--- config.mk ---
export PLATFORM = sky130hd
export DESIGN_NAME = doe_ctrl
export DESIGN_NICKNAME = d
export VERILOG_FILES = /design/src/core/doe_pkg.sv /design/src/core/doe_tick.sv /design/src/core/doe_ctrl.sv
export SDC_FILE = /design/constraint.sdc
export NUM_CORES = 1
export LEC_CHECK = 0
export ABC_AREA = 1
export BUFFER_PORTS_ARGS = -buffer_cell sky130_fd_sc_hd__buf_2
export CAP_MARGIN = 15
export CORE_ASPECT_RATIO = 0.9
export CORE_MARGIN = 2
export CORE_UTILIZATION = 50
export CTS_CLUSTER_DIAMETER = 60
export CTS_CLUSTER_SIZE = 10
export DETAILED_ROUTE_END_ITERATION = 7
export PLACE_DENSITY_LB_ADDON = 0.08
export SYNTH_ARGS = -nofsm -noshare
export SYNTH_HDL_FRONTEND = slang
export SYNTH_SLANG_ARGS = --single-unit
export TNS_END_PERCENT = 1
--- constraint.sdc ---
create_clock -name clk -period 3 [get_ports clk]
set_input_delay 0.6 -clock clk [delete_from_list [all_inputs] [get_ports clk]]
set_output_delay 0.6 -clock clk [all_outputs]
set_load 0.005 [all_outputs]
--- src/core/doe_pkg.sv ---
package doe_pkg;

  // Activation event selections
  typedef enum logic [3:0] {
    DOE_ACT_NONE,
    DOE_ACT_COMPLETE,
    DOE_ACT_PARTIAL,
    DOE_ACT_NOREAD,
    DOE_ACT_TRIG_ON,
    DOE_ACT_TRIG_OFF,
    DOE_ACT_MULTI,
    DOE_ACT_MATCH,
    DOE_ACT_NOMATCH
  } doe_act_t;

  // Deactivation event selections
  typedef enum logic [1:0] {
    DOE_DEACT_NONE,
    DOE_DEACT_TIMEOUT,
    DOE_DEACT_TRIG_ON,
    DOE_DEACT_TRIG_OFF
  } doe_deact_t;

  localparam logic [31:0] DOE_ADDR_CTRL   = 32'h0000_0000;
  localparam logic [31:0] DOE_ADDR_TMO    = 32'h0000_0004;
  localparam logic [31:0] DOE_ADDR_STATUS = 32'h0000_0008;

  // Control word fields
  localparam int DOE_CTRL_PACT_LSB = 0;
  localparam int DOE_CTRL_SACT_LSB = 4;
  localparam int DOE_CTRL_PDEA_LSB = 8;
  localparam int DOE_CTRL_SDEA_LSB = 10;
  localparam int DOE_CTRL_ERR_BIT  = 12;
  localparam int DOE_CTRL_NC_BIT   = 13;

  localparam logic [13:0] DOE_CTRL_RESET = 14'h0000;

  // Timeout in milliseconds, counted on a 1 ms tick from a 20 MHz clock
  localparam int CLK_HZ             = 20000000;
  localparam int DOE_TICK_US        = 1000;
  localparam int DOE_TICK_CYCLES    = CLK_HZ / 1000000 * DOE_TICK_US;
  localparam logic [15:0] DOE_TMO_RESET = 16'h0032;

endpackage : doe_pkg

--- src/core/doe_tick.sv ---
`timescale 1ns/100ps
// Free-running divider producing a one-cycle enable pulse
module doe_tick #(
  parameter int DIV = 20000
) (
  input  wire logic clk,
  input  wire logic arst_n,
  output logic      tick
);

  typedef struct packed {
    logic [31:0] cnt;
    logic        tick;
  } doe_tick_st_t;

  doe_tick_st_t st;
  doe_tick_st_t next_st;

  always_comb begin
    next_st = st;
    next_st.tick = 1'b0;
    if (st.cnt == 32'(DIV - 1)) begin
      next_st.cnt  = 32'h0000_0000;
      next_st.tick = 1'b1;
    end else begin
      next_st.cnt = st.cnt + 32'h0000_0001;
    end
  end

  always_ff @(posedge clk or negedge arst_n) begin
    if (!arst_n) begin
      st <= '0;
    end else begin
      st <= next_st;
    end
  end

  assign tick = st.tick;
endmodule : doe_tick

--- src/core/doe_ctrl.sv ---
// Added by the designer: the APB register port and the placing of the registers.
`timescale 1ns/100ps
// Contract
// - None selection never activates output
// - Complete read: all selected codes read
// - Partial read: some, not all read
// - No read: phase ends with nothing
// - Trigger on fires at phase start
// - Trigger off fires at phase stop
// - Same code read consecutively twice
// - Decoded code equals verifier code
// - Decoded code differs from verifier
// - Error activates output when enabled
// - Timeout ends active pulse
// - Primary none adds no deactivation
// - Secondary none adds no deactivation
// - Trigger on/off deactivates output
// - Polarity: open or closed idle
module doe_ctrl #(
  parameter int NCODES   = 8,
  parameter int CODE_W   = 32,
  parameter int TICK_DIV = doe_pkg::DOE_TICK_CYCLES
) (
  input  wire logic              clk,
  input  wire logic              arst_n,
  // APB slave
  input  wire logic              psel,
  input  wire logic              penable,
  input  wire logic              pwrite,
  input  wire logic [31:0]       paddr,
  input  wire logic [31:0]       pwdata,
  output logic      [31:0]       prdata,
  output logic                   pready,
  output logic                   pslverr,
  // Reading engine events
  input  wire logic              phase_start,
  input  wire logic              phase_stop,
  input  wire logic [NCODES-1:0] code_sel,
  input  wire logic              code_valid,
  input  wire logic [NCODES-1:0] code_type,
  input  wire logic [CODE_W-1:0] code_value,
  input  wire logic [CODE_W-1:0] verifier_code,
  input  wire logic              diag_error,
  // Switched output: high turns the output transistor on
  output logic                   out_switch,
  output logic                   out_active
);

  typedef struct packed {
    logic [13:0]       ctrl;
    logic [15:0]       tmo;
    logic [NCODES-1:0] seen;
    logic              in_phase;
    logic [CODE_W-1:0] last_code;
    logic              last_ok;
    logic              active;
    logic [15:0]       ms_cnt;
    logic [31:0]       rdata;
    logic              sw;
  } doe_st_t;

  doe_st_t st;
  doe_st_t next_st;
  logic    tick;

  doe_tick #(
    .DIV (TICK_DIV)
  ) u_tick (
    .clk    (clk),
    .arst_n (arst_n),
    .tick   (tick)
  );

  doe_pkg::doe_act_t   pact;
  doe_pkg::doe_act_t   sact;
  doe_pkg::doe_deact_t pdea;
  doe_pkg::doe_deact_t sdea;
  logic                err_en;
  logic                nc_pol;

  assign pact   = doe_pkg::doe_act_t'(st.ctrl[doe_pkg::DOE_CTRL_PACT_LSB +: 4]);
  assign sact   = doe_pkg::doe_act_t'(st.ctrl[doe_pkg::DOE_CTRL_SACT_LSB +: 4]);
  assign pdea   = doe_pkg::doe_deact_t'(st.ctrl[doe_pkg::DOE_CTRL_PDEA_LSB +: 2]);
  assign sdea   = doe_pkg::doe_deact_t'(st.ctrl[doe_pkg::DOE_CTRL_SDEA_LSB +: 2]);
  assign err_en = st.ctrl[doe_pkg::DOE_CTRL_ERR_BIT];
  assign nc_pol = st.ctrl[doe_pkg::DOE_CTRL_NC_BIT];

  // Event decode from the reading phase
  logic [NCODES-1:0] seen_now;
  logic              ev_complete;
  logic              ev_partial;
  logic              ev_noread;
  logic              ev_multi;
  logic              ev_match;
  logic              ev_nomatch;
  logic              act_p;
  logic              act_s;
  logic              deact_p;
  logic              deact_s;
  logic              tmo_hit;

  function automatic logic act_hit(input doe_pkg::doe_act_t s, input logic c, input logic p,
                                   input logic n, input logic on, input logic off,
                                   input logic m, input logic y, input logic x);
    logic r;
    r = 1'b0;
    case (s)
      doe_pkg::DOE_ACT_NONE:     r = 1'b0;
      doe_pkg::DOE_ACT_COMPLETE: r = c;
      doe_pkg::DOE_ACT_PARTIAL:  r = p;
      doe_pkg::DOE_ACT_NOREAD:   r = n;
      doe_pkg::DOE_ACT_TRIG_ON:  r = on;
      doe_pkg::DOE_ACT_TRIG_OFF: r = off;
      doe_pkg::DOE_ACT_MULTI:    r = m;
      doe_pkg::DOE_ACT_MATCH:    r = y;
      doe_pkg::DOE_ACT_NOMATCH:  r = x;
      default:                   r = 1'b0;
    endcase
    return r;
  endfunction : act_hit

  function automatic logic deact_hit(input doe_pkg::doe_deact_t s, input logic t,
                                     input logic on, input logic off);
    logic r;
    r = 1'b0;
    case (s)
      doe_pkg::DOE_DEACT_NONE:     r = 1'b0;
      doe_pkg::DOE_DEACT_TIMEOUT:  r = t;
      doe_pkg::DOE_DEACT_TRIG_ON:  r = on;
      doe_pkg::DOE_DEACT_TRIG_OFF: r = off;
      default:                     r = 1'b0;
    endcase
    return r;
  endfunction : deact_hit

  always_comb begin
    seen_now = st.seen;
    if (code_valid && st.in_phase) begin
      seen_now = st.seen | code_type;
    end
    ev_complete = phase_stop && ((seen_now & code_sel) == code_sel) && (code_sel != '0);
    ev_partial  = phase_stop && ((seen_now & code_sel) != '0) &&
                  ((seen_now & code_sel) != code_sel);
    ev_noread   = phase_stop && (seen_now == '0);
    ev_multi    = code_valid && st.last_ok && (code_value == st.last_code);
    ev_match    = code_valid && (code_value == verifier_code);
    ev_nomatch  = code_valid && (code_value != verifier_code);
    act_p = act_hit(pact, ev_complete, ev_partial, ev_noread, phase_start, phase_stop,
                    ev_multi, ev_match, ev_nomatch);
    act_s = act_hit(sact, ev_complete, ev_partial, ev_noread, phase_start, phase_stop,
                    ev_multi, ev_match, ev_nomatch);
    // Free-running tick, so the first millisecond of a pulse may be short
    tmo_hit = st.active && tick && (st.ms_cnt + 16'h0001 >= st.tmo);
    deact_p = deact_hit(pdea, tmo_hit, phase_start, phase_stop);
    deact_s = deact_hit(sdea, tmo_hit, phase_start, phase_stop);
  end

  always_comb begin
    next_st = st;
    // Phase tracking
    if (phase_start) begin
      next_st.in_phase = 1'b1;
      next_st.seen     = '0;
    end else begin
      next_st.seen = seen_now;
      if (phase_stop) begin
        next_st.in_phase = 1'b0;
      end
    end
    if (code_valid) begin
      next_st.last_code = code_value;
      next_st.last_ok   = 1'b1;
    end
    if (st.active && (deact_p || deact_s)) begin
      next_st.active = 1'b0;
      next_st.ms_cnt = 16'h0000;
    end else if (act_p || act_s || (err_en && diag_error)) begin
      // A repeat event must not stall the timer, or a held error pins the output on
      if (!st.active) begin
        next_st.ms_cnt = 16'h0000;
      end else if (tick) begin
        next_st.ms_cnt = st.ms_cnt + 16'h0001;
      end
      next_st.active = 1'b1;
    end else if (st.active && tick) begin
      next_st.ms_cnt = st.ms_cnt + 16'h0001;
    end
    next_st.sw = next_st.active ^ nc_pol;
    // APB access, zero wait states
    if (psel && penable && pwrite) begin
      if (paddr == doe_pkg::DOE_ADDR_CTRL) begin
        next_st.ctrl = pwdata[13:0];
        next_st.sw   = next_st.active ^ pwdata[doe_pkg::DOE_CTRL_NC_BIT];
      end else if (paddr == doe_pkg::DOE_ADDR_TMO) begin
        next_st.tmo = pwdata[15:0];
      end
    end
    if (psel && !penable && !pwrite) begin
      if (paddr == doe_pkg::DOE_ADDR_CTRL) begin
        next_st.rdata = {18'h00000, st.ctrl};
      end else if (paddr == doe_pkg::DOE_ADDR_TMO) begin
        next_st.rdata = {16'h0000, st.tmo};
      end else if (paddr == doe_pkg::DOE_ADDR_STATUS) begin
        next_st.rdata = {14'h0000, st.ms_cnt, st.in_phase, st.active};
      end else begin
        next_st.rdata = 32'h0000_0000;
      end
    end
  end

  always_ff @(posedge clk or negedge arst_n) begin
    if (!arst_n) begin
      st      <= '0;
      st.ctrl <= doe_pkg::DOE_CTRL_RESET;
      st.tmo  <= doe_pkg::DOE_TMO_RESET;
    end else begin
      st <= next_st;
    end
  end

  logic addr_ok;
  assign addr_ok    = (paddr == doe_pkg::DOE_ADDR_CTRL) || (paddr == doe_pkg::DOE_ADDR_TMO) ||
                      (paddr == doe_pkg::DOE_ADDR_STATUS);
  assign pready     = 1'b1;
  assign pslverr    = psel && penable && !addr_ok;
  assign prdata     = st.rdata;
  assign out_switch = st.sw;
  assign out_active = st.active;
endmodule : doe_ctrl

==> metrics.yaml, run 1 <==
cp-end-kind: "flip-flop"
pwr-share-seq: 0.438
worst_slack_ns: -0.205
skew_ns: 0.00606
ys_seq_area_frac: 0.396
fmax_mhz: 312
crit_type: "reg -> reg"
cts_tree: "built"
grt.busiest_layer: "met2"
post_synth.cell_area_avg_sq_um: 6.98
cts_buffers: 17
pin_count: 189
comb_power_share: 0.104
slowest_stage: "dfrtp_1"
total_power_uw: 4500
min_path_type: "in -> async"
clk_path_buf_depth: 2
vias: 8243
layout.nets: 1617
drc_errors: 0
die_h_um: 131
wirelength_um: 22400
ys_types: 36
ir_drop_uv: 432
arrival_ns: 3.52
powerDensity_nw_per_um2: 421
ant_nets: 0
finalCritPeriodShare: 1.07
dp_hpwl_um: 16600
fin_setup_tns_ns: -2.81
p_leak_uw: 0.00589
clkTransAtPathRegs_ns: 0.06
start_util: 0.508
grt_max_degree: 72
insertion_delay_ns: 0.43
htreeDepth: 4
post-route-util: 0.609
syn-cell-area_sq_um: 8920
synth_edf_count: 0
p_int_uw: 3400
path_cells: "ha_2 -> nand2_2 -> nor3_4 -> inv_1 -> nor3_2 -> inv_2 -> nor3_4 -> nand3_2 -> xor2_1 -> inv_1 -> ha_1 -> nand2_2 -> nor4_4 -> nand3_1 -> nand3_1 -> nand2_1 -> nand2_2 -> nor2_4 -> o21bai_4 -> and2_1"
tightest_slew_ns: 0.673
drv_cap: 0
grtUsageMet1: 0.348
worstReg2RegEnd: "st[33]"
worstPathMaxFanout: 8
status: "finished with violations"
vias_per_cell: 4.85
critPathMaxStageDelay_ns: 0.39
dieArea_sq_um: 18900
core_sq_um: 17600
synth_seq_cells: 141
grt-ovfl-total: 0
clock_sinks: 141
synthCells: 1278
cp-start-kind: "flip-flop"
clockRootBuffer: "clkbuf_16"
period_needed_ns: 3.21
final-setup-viol-count: 18
cpMostUsedCell: "nand2_2"
final_hold_viol_count: 0
finalMaxSlewViolations: 0
firstDrtPassIters: 5
drt_iter0_drc: 523
drive_above_1_share: 0.184
grt_antenna_before_repair: 1
crit_required_ns: 3.32
met3_usage: 0.0452
hold-worst-slack_ns: 0.181
grt_use_total: 0.246
rsz0062_at_grt: "yes"
first_global_vias: 7684
routedWlPerCell_um: 13.2
p_clk_frac: 0.458
ctsHoldBuffers: 0
violations: "negative setup slack"
io_buffers: 157
fp.dieW_um: 145
synthArstFlopShare: 1.00
r2r_setup_slack_ns: -0.21
grt_pass1_wl_um: 36400
switchingPower_uw: 1100
synth-main-ff-cell: "dfrtp_1"
reg2reg_from: "st[33]"
gp_congestion: 0.897
grtUsageMet2: 0.392
switching_share: 0.245
yosysWarnings: 0
reg2reg_depth: 20
maxSlewHeadroom: 0.551
rows: 46
syn_to_final_growth_pct: 19.9
[state kept, by name (all words and copies together), names as in the netlist]
register     cells
pdea             2
prdata          18
pact             4
nc_pol           1
out_active       1
st              74
u_tick.st       32
out_switch       1
err_en           1
sact             4
u_tick.tick      1
sdea             2
[critical path: cells and delay by family (launching register included)]
kind                       cells  cell delay (ns)
AOI/OAI and AO/OA              1             0.23
and+or+nand+nor               13             1.60
adders and majority gates      2             0.51
xor gates and xnor gates       1             0.14
buffers and inverters          3             0.26
DFF                            1             0.39
[cell usage after synthesis, types with 2 or more instances]
cell type | count | area, sq um
nand2_1 | 395 | 1480
inv_1 | 212 | 796
dfrtp_1 | 138 | 3450
nor2_1 | 103 | 387
o21ai_0 | 90 | 450
nand3_1 | 67 | 335
xor2_1 | 45 | 394
a21oi_1 | 38 | 190
buf_4 | 34 | 255
nor4_1 | 19 | 119
clkbuf_1 | 18 | 67.6
ha_1 | 18 | 225
nor3_1 | 17 | 85.1
xnor2_1 | 16 | 140
nand4_1 | 15 | 93.8
o22ai_1 | 7 | 43.8
nor2_2 | 6 | 37.5
mux2_2 | 5 | 56.3
buf_1 | 3 | 11.3
clkinv_1 | 3 | 11.3
dfstp_2 | 3 | 78.8
nand3_2 | 3 | 30.0
nor3_2 | 3 | 30.0
o31ai_1 | 3 | 22.5
or2_2 | 3 | 18.8
and2_1 | 2 | 12.5
buf_2 | 2 | 10.0
conb_1 | 2 | 7.51
[per-layer routing]
metal,routed length (um),share of wire,vias up
li1,-,-,4272
met1,10800,0.48,3751
met2,10100,0.45,201
met3,1220,0.054,19
met4,286,0.013,0
met5,0,0,-
[cell families after synthesis]
logic type,synth area share
and+or+nand+nor,0.298
buffers and inverters,0.130
AOI/OAI and AO/OA,0.0839
DFF,0.396
xor gates and xnor gates,0.0599
adders and majority gates,0.0253
muxes,0.00631
other,0.000842
[layout by cell type, fill, tap and decap left out, types with 17 or more instances in the layout]
master     instances
clkbuf_16         17
ha_1              17
nor4_1            17
a21oi_1           38
dfrtp_1          138
xor2_1            45
o21ai_0           89
nand2_1          390
inv_1            211
buf_2            156
buf_4             33
nor2_1            99
nand3_1           63
[layout make-up]
type	count	area, sq um
antenna	1	2.50
clock buffer	27	523
clock inverter	5	55.1
fill	1647	6860
inverter	216	812
multi-input combinational	878	4400
sequential	141	3530
tap	240	300
timing repair buffer	192	1070
[power by group through the flow]
stage | Combinational, uW | Sequential [uW] | Clock, uW
after global placement | 461 | 2000 | 0
after detailed placement | 471 | 2000 | 0
after floorplan | 266 | 2000 | 0
after global routing | 548 | 1980 | 2190
final | 467 | 1970 | 2060
after CTS | 474 | 1970 | 2100
[per-stage QoR]
step	cell area [sq um]	setup WS, ns	std cells
floorplan	8990	0.00294	1291
global placement	9980	-0.156	1662
detailed placement	9980	-0.212	1662
CTS	10600	-0.177	1697
global route	10700	-0.405	1700
finish	10700	-0.205	1700
[worst max path at each step]
stage | from | end | slack [ns] | cells past startpoint
after floorplan | st[33] | st[44] | 0.003 | 21
after CTS | st[33] | st[33] | -0.18 | 20
after global routing | st[34] | st[40] | -0.41 | 22
after detailed placement | st[34] | st[33] | -0.21 | 20
after global placement | st[34] | st[33] | -0.16 | 18
final | st[33] | st[33] | -0.21 | 20
[timing repair]
item | 4_1_cts | 5_1_grt
cloned | 1 | 0
endpoints found under the hold margin | 0 | 0
pin swaps | 13 | 4
buffers inserted | 2 | 2
gates resized for setup | 10 | 14
setup endpoints to repair | 18 | 18
(Power assumes the default switching activity.)
==> run 2, diff against run 1 <==
- CORE_ASPECT_RATIO: 0.9 -> 1.2
- SYNTH_HIERARCHICAL: not set -> 1
==> run 2 against run 1 <==
Count of clock-buffer cells in the layout is 9 lower. Global-route usage decreased by 1.1 points. Maximum frequency fell by 5.2%. Area after synthesis rose by 4.2%. Highest routed layer unchanged. Clock power is essentially flat. The flow still finishes with violations (negative setup slack). Die area increased by 4.0%. Register-to-register slack got worse by 0.17 ns. Worst hold slack lost 0.12 ns. Synthesized cell count is 10% higher. Sequential share of layout area is 1.4 points lower. First-iteration DRC count shrank 6.9%.
==> metrics.yaml, run 2 <==
yosysWarnings: 6
synth_edf_count: 0
dr.max_layer_used: "met4"
nFillCells: 1737
synthCells: 1409
yosys.area.top_type: "dfrtp_1"
synth_commonest_cells: "nand2_1 (513), inv_1 (229), nor2_1 (141), dfrtp_1 (138), o21ai_0 (92)"
crit_type: "reg -> reg"
cts_tree: "built"
synth_seq_cells: 141
post_synth.cell_area_avg_sq_um: 6.59
grt_pass1_wl_um: 37200
seq_area_sq_um: 3530
wirelength_um: 22800
syn-cell-area_sq_um: 9290
dieArea_sq_um: 19700
cp-end-kind: "flip-flop"
grt_use_total: 0.235
layout.nets: 1761
grt_antenna_before_repair: 0
crit_required_ns: 3.31
powerDensity_nw_per_um2: 401
fp.dieW_um: 128
multiInputGateArea_sq_um: 4720
start_util: 0.511
insertion_delay_ns: 0.42
ys_types: 35
final_hold_viol_count: 0
ys_top_cells_by_area: "dfrtp_1 (37%), nand2_1 (21%), inv_1 (9.3%)"
die_h_um: 153
rows: 54
vias: 8805
io_buffers: 157
clkTransAtPathRegs_ns: 0.06
ctsHoldBuffers: 0
drive_above_1_share: 0.182
finalMaxSlewViolations: 0
grt-ovfl-total: 0
violations: "negative setup slack"
clk_path_buf_depth: 2
clockRootBuffer: "clkbuf_16"
skew_ns: 0.0117
cp-start-kind: "flip-flop"
ant_nets: 0
dpl-instance-area_sq_um: 10400
pin_count: 189
synthArstFlopShare: 1.00
htreeDepth: 4
drt_iter0_drc: 487
final-setup-viol-count: 18
drv_cap: 0
met1_length_um: 10100
drc_errors: 0
clock_sinks: 141
routedWlPerCell_um: 12.5
maxSlewHeadroom: 0.598
synth_top_area_frac: 0.372
arrival_ns: 3.69
min_path_type: "in -> async"
dp_hpwl_um: 17400
rsz0062_at_grt: "yes"
tightest_slew_ns: 0.598
worst_slack_ns: -0.380
fin_area_sq_um: 11200
n_antenna_cell: 0
ir_drop_uv: 371
largest_reg_flops: 74
ys_seq_area_frac: 0.380
status: "finished with violations"
p_leak_uw: 0.00618
vias_per_cell: 4.82
synth_most_common_cell: "nand2_1"
period_needed_ns: 3.38
grt_max_degree: 68
finalCritPeriodShare: 1.13
syn_to_final_growth_pct: 20.1
first_global_vias: 8147
gp_congestion: 0.898
layout_commonest_cell: "nand2_1"
fmax_mhz: 296
worstPathMaxFanout: 8
wl_met2_um: 11100
core_sq_um: 18200
synth-main-ff-cell: "dfrtp_1"
cts_buffers: 17
top_register: "st"
layout_common_cells: "nand2_1 (504), inv_1 (229), buf_2 (156)"
preCtsSetupSlack_ns: -0.403
route.met3.wl_um: 1080
firstDrtPassIters: 5
==> run 2: cell types whose count changed in the layout (fill, tap and decap cells not counted), moves of 10 or more <==
cell | previous run | this run
inv_1 | 211 | 229
nand3_1 | 63 | 53
buf_4 | 33 | 44
xor2_1 | 45 | 31
nand2_1 | 390 | 504
nor2_1 | 99 | 139
==> run 2: final cells by class <==
cell class | instances | share of cell area
multi-input cells | 991 | 0.423
inverters | 236 | 0.0795
flip-flops and latches | 141 | 0.317
repair buffers | 203 | 0.104
well taps | 224 | 0.0251
clock inverters | 14 | 0.0119
clock buffers | 18 | 0.0394
==> run 2: critical path, stage by stage, from the launching register on <==
cell      delay [ns]
dfrtp_1         0.37
nand2_1         0.07
nor2_2          0.16
nand3_2         0.13
nor3_4          0.22
nand4_1         0.17
nor2_2          0.19
nand2_2         0.08
nor3_2          0.21
nand2_1         0.07
nand2_1         0.07
nand2_2         0.08
ha_4            0.28
nand2_2         0.08
nor4_4          0.27
nand3_1         0.11
nand3_1         0.11
nand2_2         0.06
nand2_2         0.09
nor3_4          0.05
o21bai_4        0.24
nand2_1         0.10
nand2_1         0.05
==> run 2: logic make-up (layout without fill, tap and decap cells) <==
| kind of cell | count (synthesis) | in the layout | synth area share |
|---|---|---|---|
| flops | 141 | 141 | 0.380 |
| buf+inv | 291 | 471 | 0.132 |
| mux | 3 | 3 | 0.00364 |
| compound gates | 141 | 142 | 0.0803 |
| fa+ha+maj | 18 | 18 | 0.0242 |
| xor+xnor | 45 | 45 | 0.0424 |
| simple gates | 768 | 768 | 0.336 |
| other cells | 2 | 15 | 0.000809 |
==> run 2: timing repair <==
action	in CTS	in global routing
buffers inserted	8	6
endpoints found under the hold margin	0	0
gates resized for setup	9	18
gates cloned	1	0
setup endpoints to repair	18	18
pin swaps	6	24
==> run 2: stage by stage <==
step                      utilization  total power [uW]  hold WS, ns  TNS, ns  cells
after global routing            0.614              4680       0.0775   -10.79   1827
final                           0.614              4470       0.0636    -6.32   1827
after floorplan                     -              2260        0.304   -0.809   1422
after global placement          0.570              2460        0.453    -5.66   1780
after CTS                       0.607              4520       0.0612    -5.07   1821
after detailed placement        0.570              2470        0.453    -6.98   1780
==> run 2: worst paths after layout <==
| kind | start | end | slack [ns] | cells after the start |
|---|---|---|---|---|
| worst max-delay path | st[34] | st[34] | -0.38 | 22 |
| worst min-delay path | arst_n | st[77] | 0.06 | 1 |
| worst max register to register | st[34] | st[34] | -0.38 | 22 |
| worst min register to register | u_tick/st[1] | u_tick/st[1] | 0.47 | 1 |
| max in group asynchronous | arst_n | st[103] | 2.22 | 2 |
| min in group clk | pwdata[14] | st[106] | 0.40 | 2 |
==> run 2: report_power, final <==
part / total, uW / leakage, uW / switching, uW / internal [uW]
Clock: 2040 / 0.000274 / 862 / 1170
Combinational: 463 / 0.00405 / 283 / 179
Sequential: 1970 / 0.00186 / 21.7 / 1950
Total: 4470 / 0.00618 / 1170 / 3300
==> run 2: layer usage <==
metal | GRT usage | vias to the layer above
li1 | - | 4632
met1 | 0.297 | 3938
met2 | 0.408 | 201
met3 | 0.0403 | 34
met4 | 0.0754 | 0
met5 | 0 | -
